$ cat src/ppl_map.vh
// register offsets, field positions and reset values of the printer port pin logic
`ifndef PPL_MAP_VH
`define PPL_MAP_VH

// register offsets (word index on the plain register port)
`define PPL_ADDR_W 4
`define PPL_OFS_DATA 4'h0
`define PPL_OFS_STATUS 4'h1
`define PPL_OFS_CONTROL 4'h2

// control register fields
`define PPL_CTL_STROBE 0
`define PPL_CTL_AUTOFEED 1
`define PPL_CTL_INIT 2
`define PPL_CTL_SELECT 3
`define PPL_CTL_DIR 5

// status register fields
`define PPL_STS_FAULT 3
`define PPL_STS_ONLINE 4
`define PPL_STS_PAPER 5
`define PPL_STS_ACK 6
`define PPL_STS_BUSY 7

// reset values
`define PPL_DATA_RST 8'h00
`define PPL_CTL_RST 8'h04

`endif

$ cat src/ppl_port.v
// printer parallel port pin logic: control/status/data registers mapped onto printer pins
//
// Added by the designer: the strobed register port and the address map.
`timescale 1ns/1ns
`default_nettype none
`include "ppl_map.vh"

module ppl_port #(
  parameter DATA_W = 8
) (
  // clock and reset
  input wire CLK_SYS_I,
  input wire RST_I,
  // register port
  input wire [`PPL_ADDR_W-1:0] REG_ADDR_I,
  input wire [7:0] REG_WDATA_I,
  input wire REG_WR_I,
  input wire REG_RD_I,
  output reg [7:0] REG_RDATA_O,
  // printer status inputs
  input wire ACK_N_I,
  input wire BUSY_I,
  input wire FAULT_N_I,
  input wire PRINTER_ONLINE_I,
  input wire PAPER_OUT_I,
  // printer control outputs (open drain; strobe, autofeed and select pins low while enable high, init pin low while enable low)
  output wire STROBE_N_O,
  output wire AUTO_LINE_FEED_N_O,
  output wire INIT_N_O,
  output wire PRINTER_SELECT_OUT_N_O,
  // port data lines, bit 7 down to bit 0
  input wire [DATA_W-1:0] PORT_DATA_I,
  output wire [DATA_W-1:0] PORT_DATA_O,
  output wire [DATA_W-1:0] PORT_DATA_OE_O
);

  // limitations: inputs come straight from the cable with no filter or
  // synchroniser, so they must already be clean and in this clock domain;
  // strobe pulse width and data setup are left entirely to software
  ////////////////////////////////////////////////////////////////////////////
  // decode helpers

  // one decoder serves both the write side and the read side
  function is_index;
    input [`PPL_ADDR_W-1:0] addr;
    input [`PPL_ADDR_W-1:0] index;
    begin
      is_index = (addr == index);
    end
  endfunction

  // bits 7:6 of the control register hold nothing and read back as zero
  function [7:0] ctl_clean;
    input [7:0] value;
    begin
      ctl_clean = {2'h0, value[5:0]};
    end
  endfunction

  // the strobe, autofeed and select pins show the inverse of their control bits; INIT_N_O does not
  function drive_low;
    input ctl_bit;
    begin
      drive_low = ~ctl_bit;
    end
  endfunction

  // fixed priority; the selects are exclusive anyway since one index decodes
  function [7:0] read_pick;
    input pick_data;
    input pick_status;
    input pick_ctl;
    input [7:0] data_byte;
    input [7:0] status_byte;
    input [7:0] ctl_byte;
    begin
      if (pick_data) begin
        read_pick = data_byte;
      end else if (pick_status) begin
        read_pick = status_byte;
      end else if (pick_ctl) begin
        read_pick = ctl_byte;
      end else begin
        read_pick = 8'h00;
      end
    end
  endfunction

  ////////////////////////////////////////////////////////////////////////////
  // declarations

  // stored state
  reg [DATA_W-1:0] data_reg;

  reg [DATA_W-1:0] data_next;

  reg [7:0] ctl_reg;

  reg [7:0] ctl_next;

  // read side
  reg [7:0] rdata_next;

  reg [7:0] rdata_out_next;

  reg [7:0] status_bits;

  reg [DATA_W-1:0] data_read;

  // access decode
  wire wr_data;

  wire wr_ctl;

  wire sel_data;

  wire sel_status;

  wire sel_ctl;

  // control register fields
  wire ctl_strobe;

  wire ctl_autofeed;

  wire ctl_init;

  wire ctl_select;

  wire ctl_dir;

  // printer status levels
  wire ack_level;

  wire busy_level;

  wire fault_level;

  wire online_level;

  wire paper_level;

  ////////////////////////////////////////////////////////////////////////////
  // access decode

  // every index outside the three mapped ones is unmapped
  assign sel_data = is_index(REG_ADDR_I, `PPL_OFS_DATA);

  assign sel_status = is_index(REG_ADDR_I, `PPL_OFS_STATUS);

  assign sel_ctl = is_index(REG_ADDR_I, `PPL_OFS_CONTROL);

  // writes to the status index or to unmapped indices fall through silently
  assign wr_data = REG_WR_I & sel_data;

  assign wr_ctl = REG_WR_I & sel_ctl;

  ////////////////////////////////////////////////////////////////////////////
  // data register

  always @* begin
    if (wr_data) begin
      data_next = REG_WDATA_I[DATA_W-1:0];
    end else begin
      data_next = data_reg;
    end
  end

  always @(posedge CLK_SYS_I or posedge RST_I) begin
    if (RST_I) begin
      data_reg <= `PPL_DATA_RST;
    end else begin
      data_reg <= data_next;
    end
  end

  ////////////////////////////////////////////////////////////////////////////
  // control register

  always @* begin
    if (wr_ctl) begin
      ctl_next = ctl_clean(REG_WDATA_I);
    end else begin
      ctl_next = ctl_reg;
    end
  end

  // reset leaves initialise high so the printer is not held in reset
  always @(posedge CLK_SYS_I or posedge RST_I) begin
    if (RST_I) begin
      ctl_reg <= `PPL_CTL_RST;
    end else begin
      ctl_reg <= ctl_next;
    end
  end

  assign ctl_strobe = ctl_reg[`PPL_CTL_STROBE];

  assign ctl_autofeed = ctl_reg[`PPL_CTL_AUTOFEED];

  assign ctl_init = ctl_reg[`PPL_CTL_INIT];

  assign ctl_select = ctl_reg[`PPL_CTL_SELECT];

  // a direction change acts at the same edge as the write; no turnaround
  // gap is inserted, so the far side must release the lines first
  assign ctl_dir = ctl_reg[`PPL_CTL_DIR];

  ////////////////////////////////////////////////////////////////////////////
  // control pins; inputs treated as synchronous, so no synchroniser here

  // the strobe pulse width is whatever software makes it; nothing times it here
  assign STROBE_N_O = drive_low(ctl_strobe);

  assign AUTO_LINE_FEED_N_O = drive_low(ctl_autofeed);

  assign INIT_N_O = ctl_init;

  assign PRINTER_SELECT_OUT_N_O = drive_low(ctl_select);

  ////////////////////////////////////////////////////////////////////////////
  // data path: direction bit high turns the port round to read

  assign PORT_DATA_O = data_reg;

  // the enable fans out to every line; there is no per-bit direction
  assign PORT_DATA_OE_O = {DATA_W{~ctl_dir}};

  // reading while driving returns the written value, not the cable
  always @* begin
    if (ctl_dir) begin
      data_read = PORT_DATA_I;
    end else begin
      data_read = data_reg;
    end
  end

  ////////////////////////////////////////////////////////////////////////////
  // status: live pin levels, nothing latched

  assign ack_level = ACK_N_I;

  assign busy_level = BUSY_I;

  assign fault_level = FAULT_N_I;

  assign online_level = PRINTER_ONLINE_I;

  assign paper_level = PAPER_OUT_I;

  // unused low bits read zero
  always @* begin
    status_bits = 8'h00;
    status_bits[`PPL_STS_FAULT] = fault_level;

    status_bits[`PPL_STS_ONLINE] = online_level;

    status_bits[`PPL_STS_PAPER] = paper_level;

    status_bits[`PPL_STS_ACK] = ack_level;

    status_bits[`PPL_STS_BUSY] = busy_level;
  end

  ////////////////////////////////////////////////////////////////////////////
  // read mux and read data register

  // unmapped indices read as zero
  always @* begin
    rdata_next = read_pick(sel_data, sel_status, sel_ctl,
                           data_read, status_bits, ctl_reg);
  end

  // zero outside a read so stale data never lingers on the bus
  always @* begin
    rdata_out_next = 8'h00;
    if (REG_RD_I) begin
      rdata_out_next = rdata_next;
    end
  end

  // read data stands only in the cycle after the strobe
  always @(posedge CLK_SYS_I or posedge RST_I) begin
    if (RST_I) begin
      REG_RDATA_O <= 8'h00;
    end else begin
      REG_RDATA_O <= rdata_out_next;
    end
  end

endmodule
`default_nettype wire

$ cat config.mk
export PLATFORM = sky130hd
export DESIGN_NAME = ppl_port
export DESIGN_NICKNAME = d
export VERILOG_FILES = /design/src/ppl_port.v
export VERILOG_INCLUDE_DIRS = /design/src
export SDC_FILE = /design/constraint.sdc
export NUM_CORES = 1
export LEC_CHECK = 0
export CAP_MARGIN = 40
export CELL_PAD_IN_SITES_DETAIL_PLACEMENT = 1
export CELL_PAD_IN_SITES_GLOBAL_PLACEMENT = 2
export CORE_UTILIZATION = 32
export CTS_CLUSTER_SIZE = 12
export DETAILED_ROUTE_END_ITERATION = 16
export DONT_BUFFER_PORTS = 1
export GPL_TIMING_DRIVEN = 0
export PLACE_DENSITY_LB_ADDON = 0.1
export SLEW_MARGIN = 25
export SYNTH_ARGS = -nofsm -noshare
export SYNTH_HDL_FRONTEND = slang
export SYNTH_SLANG_ARGS = --single-unit
$ cat constraint.sdc
create_clock -name CLK_SYS_I -period 1.1 [get_ports CLK_SYS_I]
set_input_delay 0.11 -clock CLK_SYS_I [delete_from_list [all_inputs] [get_ports CLK_SYS_I]]
set_output_delay 0.11 -clock CLK_SYS_I [all_outputs]
set_load 0.03 [all_outputs]
==> results of run 1 <==
==> report_power, final <==
part / switching [mW] / internal (mW) / leakage (nW)
Clock: 0.260 / 0.202 / 0.0210
Sequential: 0.269 / 0.944 / 0.278
Combinational: 0.460 / 0.426 / 0.324
==> layer usage <==
layer	global-route usage [%]	wire, um	vias to the layer above
met5	0	0	-
met4	6.98	47	0
met3	4.98	281	5
met2	24.9	1200	42
met1	21.1	1120	372
li1	-	-	351
==> layout make-up <==
| cell class | count | area [um^2] |
|---|---|---|
| fill | 349 | 1670 |
| sequential | 22 | 554 |
| multi-input combinational | 47 | 447 |
| timing repair buffer | 21 | 218 |
| buffer | 10 | 100 |
| tap | 44 | 55.1 |
| clock buffer | 4 | 36.3 |
| inverter | 6 | 26.3 |
==> worst register-to-register path: cells and delay by family, from the launching register on <==
family                 cells  cell delay, ps
AO/OA/AOI/OAI              1             380
buffers and inverters      3             410
flip-flops                 1             430
multiplexers               1             130
==> final timing paths <==
path / start / endpoint / slack [ps] / depth (start not counted)
worst max-delay path: ctl_reg[5]$_DFFE_PP0P_ / PORT_DATA_OE_O[1] / -390 / 3
worst min-delay path: PORT_DATA_I[7] / REG_RDATA_O[7]$_DFF_PP0_ / 60 / 2
worst min register to register: ctl_reg[0]$_DFFE_PP0P_ / ctl_reg[0]$_DFFE_PP0P_ / 520 / 1
worst max register to register: ctl_reg[5]$_DFFE_PP0P_ / REG_RDATA_O[4]$_DFF_PP0_ / -340 / 5
min in group asynchronous: RST_I / ctl_reg[0]$_DFFE_PP0P_ / 230 / 2
max in group asynchronous: RST_I / ctl_reg[2]$_DFFE_PP1P_ / 350 / 3
==> cell usage in the layout (no fill, tap or decap), drive strengths merged <==
master	n
nor3	1
dfrtp	21
nand2	1
clkinvlp	1
nand4	1
inv	5
and2b	2
clkbuf	4
nand3	1
a21boi	3
nor2	7
dfstp	1
a211oi	2
dlygate4sd3	15
nor4	1
mux2	15
buf	16
a2111oi	7
mux2i	6
==> repair_timing <==
item | in CTS | in global routing
endpoints found under the setup margin | 16 | 20
pin swaps | 0 | 1
hold buffers | 15 | 0
gates cloned | 0 | 0
setup buffers | 2 | 3
hold endpoints to repair | 32 | 0
gates resized for setup | 7 | 12
==> logic make-up (layout without fill, tap and decap cells) <==
group | Yosys count | in the layout | share of synthesized area [%]
buffers and inverters | 16 | 41 | 9.01
flip-flops | 22 | 22 | 51.6
multiplexers | 21 | 21 | 21.4
AO/OA/AOI/OAI | 12 | 12 | 10.3
AND/OR/NAND/NOR | 14 | 14 | 7.72
==> qor.csv, run 1 <==
metric,value,unit
grt_pass1_vias,824,
clock_latency,310,ps
antenna_found_initial,0,
endpoint_kind,output port,
violations,setup timing,
status,"finished, violations left",
power,2.56,mW
final.period_utilization,135,%
leakagePower,0.624,nW
crit_buf_inv,3,
clock_skew,2.80,ps
avgSynthCellArea,12.6,um^2
yosysSeqAreaShare,51.6,%
grt_max_degree,13,
power.density,1780,nW/um^2
slew_headroom,37.0,%
fp.dieH,59.8,um
io_pins,57,
worst-setup-path-type,flip-flop to output port,
critical-path-top-delay-family,buffers and inverters,
dieArea,3580,um^2
synth_area_leader_cell,dfrtp_1,
cts_buffers,3,
yosysTopAreaCellShare,49.1,%
final_area,1440,um^2
synth_common_cells,"dfrtp_1, mux2_2, buf_4",
die_w,59.8,um
gp_congestion,0.681,
worstHoldPathType,primary input to flip-flop,
synthDistinctLibCells,21,
start_kind,flip-flop,
fmax,0.672,GHz
hold_viol_final,0,
tns,-4940,ps
slew_violations,0,
clockBufferDepth,2,
dr.pass1.iters,3,
place_ws,-151,ps
setup_viol,17,
critPathSlowestCell,dfrtp_1,
initial_core_util,34.5,%
core,3100,um^2
synth_edf_count,0,
clockRootBuffer,clkbuf_4,
worstPathMaxFanout,8,
clock-sinks,22,
finalCriticalPeriod,1490,ps
syn-cell-area,1070,um^2
vias_per_cell,5.00,
syn_to_final_growth,34.3,%
antenna_cells,0,
async_reset_ff_share,100,%
wirelength,2.65,mm
wl_per_cell,17.2,um
cp_common_cell,buf_6,
cts_tree,done,
mappedNetlistNets,114,
fin_util,46.3,%
tightest_slew,937,ps
dpl_cell_area,1150,um^2
final_nets,140,
fp-row-count,20,
crit_required,990,ps
grt_pass1_wl,4.08,mm
synth-main-ff-cell,dfrtp_1,
hpwl,1.88,mm
rsz0062_at_grt,yes,
grt_use_total,16.2,%
antenna_left,0,
numPortBuffers,0,
setup_ws,-388,ps
drc,0,
synth.most_common_cell,dfrtp_1,
dp.cells,130,
ys_warn_count,0,
drt_iter0_markers,8,
finalNonFillerCells,154,
drv_cap,0,
critical_path.max_stage_delay,410,ps
synthTopCellsByArea,"dfrtp_1, mux2_2, mux2i_1",
synthCells,85,
cts.htree.levels,1,
num_vias,770,
vdd_drop_max,0.686,mV
worstPathCellList,buf_6 -> clkinvlp_4 -> buf_6,
cp.arrival,1380,ps
path_clk_slew,120,ps
hold_slack,63.7,ps
ys_seq_elements,22,
overflow,0,
drive_gt1_share,45.5,%
No activity file was read; power rests on OpenSTA's default activity.
==> run 2: changes to the inputs <==
Settings changed: ABC_AREA from default to 1, BUFFER_PORTS_ARGS from default to -buffer_cell sky130_fd_sc_hd__buf_2, CORE_ASPECT_RATIO from default to 2, CORE_UTILIZATION 32 to 21, DONT_BUFFER_PORTS 1 to default.
==> run 2 against run 1 <==
Against the previous run: synthesized cell count rose by 80%; largest cell class unchanged; critical path type unchanged; via count rose by 55%; the run still ends with setup timing left; hold slack improved by 3.7 ps; critical endpoint is now PORT_DATA_OE_O[5].
==> qor.csv, run 2 <==
metric,value,unit,change
vias_per_cell,4.28,,was 5.00
tns,-2520,ps,was -4940 ps
numPortBuffers,55,,was 0
hp-start,REG_WDATA_I[2],,was PORT_DATA_I[7]
layout_common_cells,"nand2_1, buf_2, dfrtp_1",,"was dfrtp_1, dlygate4sd3_1, mux2_2"
seq_power_share,35.7,%,was 47.4%
rrSetupSlack,-170,ps,was -340 ps
antenna_found_initial,0,,unchanged
overflow,0,,unchanged
fp.dieH,108,um,was 59.8 um
dp.cells,269,,was 130
dpl_cell_area,1550,um^2,was 1150 um^2
fin_util,32.5,%,was 46.3%
syn_to_final_growth,49.6,%,was 34.3%
core,5420,um^2,was 3100 um^2
critPathSlowestCell,dfrtp_2,,was dfrtp_1
initial_core_util,21.7,%,was 34.5%
final_area,1760,um^2,was 1440 um^2
min_path_cells,3,,was 2
p_switching,1.14,mW,was 989 uW
yosysTopAreaCellShare,44.6,%,was 49.1%
cp.arrival,1190,ps,was 1380 ps
synth.most_common_cell,nand2_1,,was dfrtp_1
fp-row-count,38,,was 20
reg2reg_depth,7,,was 5
synthCells,153,,was 85
leakagePower,0.975,nW,was 0.624 nW
path_clk_slew,80,ps,was 120 ps
cts_tree,done,,unchanged
critical-path-top-delay-family,buffers and inverters,,unchanged
worstHoldPathType,primary input to flip-flop,,unchanged
drv_cap,0,,unchanged
final_common_cell,nand2_1,,was dfrtp_1
clockRootBuffer,clkbuf_8,,was clkbuf_4
endpoint_kind,output port,,unchanged
cp-startpoint,ctl_reg[5]$_DFFE_PP0P_,,unchanged
antenna_cells,0,,unchanged
ys_seq_elements,22,,unchanged
grt_max_degree,17,,was 13
dr.pass1.iters,4,,was 3
status,"finished, violations left",,unchanged
drt_iter0_markers,15,,was 8
finalNonFillerCells,279,,was 154
io_pins,57,,unchanged
start_kind,flip-flop,,unchanged
setup_viol,16,,was 17
cp_common_cell,buf_4,,was buf_6
cts_buffers,3,,unchanged
slew_violations,0,,unchanged
yosysSeqAreaShare,46.8,%,was 51.6%
die_w,55.0,um,was 59.8 um
grt_use_total,14.6,%,was 16.2%
combinationalPowerShare,44.0,%,was 34.6%
crit_buf_inv,3,,unchanged
synth_edf_count,0,,unchanged
antenna_left,0,,unchanged
worstPathCellList,clkinvlp_4 -> buf_4 -> buf_4,,was buf_6 -> clkinvlp_4 -> buf_6
wirelength,3.87,mm,was 2.65 mm
synthDistinctLibCells,18,,was 21
p_sw_share,39.2,%,was 38.6%
tightest_slew,325,ps,was 937 ps
grt_pass1_wl,6.22,mm,was 4.08 mm
vdd_drop_max,1.08,mV,was 0.686 mV
ys_warn_count,0,,unchanged
cts.htree.levels,1,,unchanged
mappedNetlistNets,182,,was 114
wl_per_cell,13.9,um,was 17.2 um
hold_viol_final,0,,unchanged
synthTopCellsByArea,"dfrtp_1, nand2_1, nand3_1",,"was dfrtp_1, mux2_2, mux2i_1"
rr_endpoint,REG_RDATA_O[4]$_DFF_PP0_,,unchanged
final.period_utilization,118,%,was 135%
synth_area_leader_cell,dfrtp_1,,unchanged
avgSynthCellArea,7.70,um^2,was 12.6 um^2
clock_latency,260,ps,was 310 ps
setup_ws,-195,ps,was -388 ps
async_reset_ff_share,100,%,unchanged
clockBufferDepth,2,,unchanged
drc,0,,unchanged
crit_required,990,ps,about the same
holdPathEnd,ctl_reg[2]$_DFFE_PP1P_,,was REG_RDATA_O[7]$_DFF_PP0_
fmax,0.772,GHz,was 0.672 GHz
hpwl,3.00,mm,was 1.88 mm
synth_common_cells,"nand2_1, dfrtp_1, nand3_1, inv_1, o21ai_0",,"was dfrtp_1, mux2_2, buf_4"
slew_headroom,78.3,%,was 37.0%
dieArea,5930,um^2,was 3580 um^2
fill_cells,707,,was 349
clock_skew,3.52,ps,was 2.80 ps
critical_path.max_stage_delay,450,ps,was 410 ps
num_vias,1193,,was 770
final_nets,249,,was 140
finalCriticalPeriod,1300,ps,was 1490 ps
grt_pass1_vias,1317,,was 824
worstPathMaxFanout,5,,was 8
syn-cell-area,1180,um^2,was 1070 um^2
drive_gt1_share,46.6,%,was 45.5%
clock-sinks,22,,unchanged
synth-main-ff-cell,dfrtp_1,,unchanged
power.density,1660,nW/um^2,was 1780 nW/um^2
r2r_start,ctl_reg[5]$_DFFE_PP0P_,,unchanged
internal-power,1.78,mW,was 1.57 mW
rsz0062_at_grt,yes,,unchanged
gp_congestion,0.737,,was 0.681
violations,setup timing,,unchanged
worst-setup-path-type,flip-flop to output port,,unchanged
clkPwrFrac,20.3,%,was 18.1%
-- run 2: changes by cell type in the layout (fill, tap and decap cells not counted), moves of 9 or more --
cell / previous run / this run
buf_4: 2 / 13
nand2_1: 1 / 52
nand2_2: 0 / 9
mux2_2: 14 / 0
buf_2: 2 / 45
inv_1: 3 / 13
nand3_1: 0 / 18
dlygate4sd3_1: 15 / 1
-- run 2: power by group through the flow --
stage / clock network (mW) / logic [mW] / registers, mW
2_1_floorplan: 0 / 0.566 / 1.17
3_3_place_gp: 0 / 1.02 / 1.04
3_5_place_dp: 0 / 1.05 / 1.04
4_1_cts: 0.622 / 1.25 / 1.04
5_1_grt: 0.650 / 1.40 / 1.06
6_report: 0.594 / 1.28 / 1.04
-- run 2: cell type report --
cell class	instances	area (um^2)	area share, %
sequential	22	553	31.4
multi-input combinational	104	519	29.5
timing repair buffer	61	384	21.8
buffer	11	103	5.82
tap	60	75.1	4.26
inverter	16	66.3	3.76
clock buffer	4	55.1	3.12
timing repair inverter	1	7.51	0.426
-- run 2: cell families (layout without fill, tap and decap cells) --
kind of cell	after synthesis	in the layout	synth area share [%]
DFF	22	22	46.8
buffers and inverters	27	93	12.5
and+or+nand+nor	90	90	34.7
AOI/OAI and AO/OA	14	14	5.94
-- run 2: repair_timing --
item	CTS	global route
hold buffers	1	0
endpoints found under the hold margin	6	0
gates cloned	1	0
pin swaps	7	0
resized for setup	32	11
setup buffers	5	1
setup endpoints to repair	17	20
-- run 2: worst max path at each step --
stage | depth (start not counted) | slack [ps] | endpoint
2_1_floorplan | 5 | 4 | REG_RDATA_O[2]$_DFF_PP0_
3_3_place_gp | 7 | -70 | PORT_DATA_O[1]$_DFFE_PP0P_
3_5_place_dp | 7 | -90 | PORT_DATA_O[2]$_DFFE_PP0P_
4_1_cts | 3 | -240 | PORT_DATA_OE_O[5]
5_1_grt | 3 | -270 | PORT_DATA_OE_O[5]
6_report | 3 | -200 | PORT_DATA_OE_O[5]
-- run 2: metal layers --
layer | share of wire, % | global-route usage (%) | up-vias | wire (um)
li1 | - | - | 599 | -
met1 | 37 | 15.1 | 553 | 1410
met2 | 58 | 28.2 | 39 | 2250
met3 | 4.7 | 1.55 | 2 | 181
met4 | 0.80 | 4.29 | 0 | 31
met5 | 0 | 0 | - | 0
-- run 2: worst reg2reg max path, delay by kind of cell, from the launching register on --
| family | cells | cell delay, ps |
|---|---|---|
| buffers and inverters | 3 | 400 |
| and+or+nand+nor | 3 | 160 |
| AOI/OAI and AO/OA | 1 | 120 |
| DFF | 1 | 470 |
-- run 2: per-stage QoR --
| stage | setup WS (ps) | total power [mW] | hold slack [ps] |
|---|---|---|---|
| 3_5_place_dp | -87.3 | 2.09 | 77.8 |
| 3_3_place_gp | -73.6 | 2.06 | 339 |
| 2_1_floorplan | 3.99 | 1.74 | 98.5 |
| 4_1_cts | -237 | 2.91 | 62.5 |
| 5_1_grt | -271 | 3.11 | 77.7 |
| 6_report | -195 | 2.92 | 67.4 |
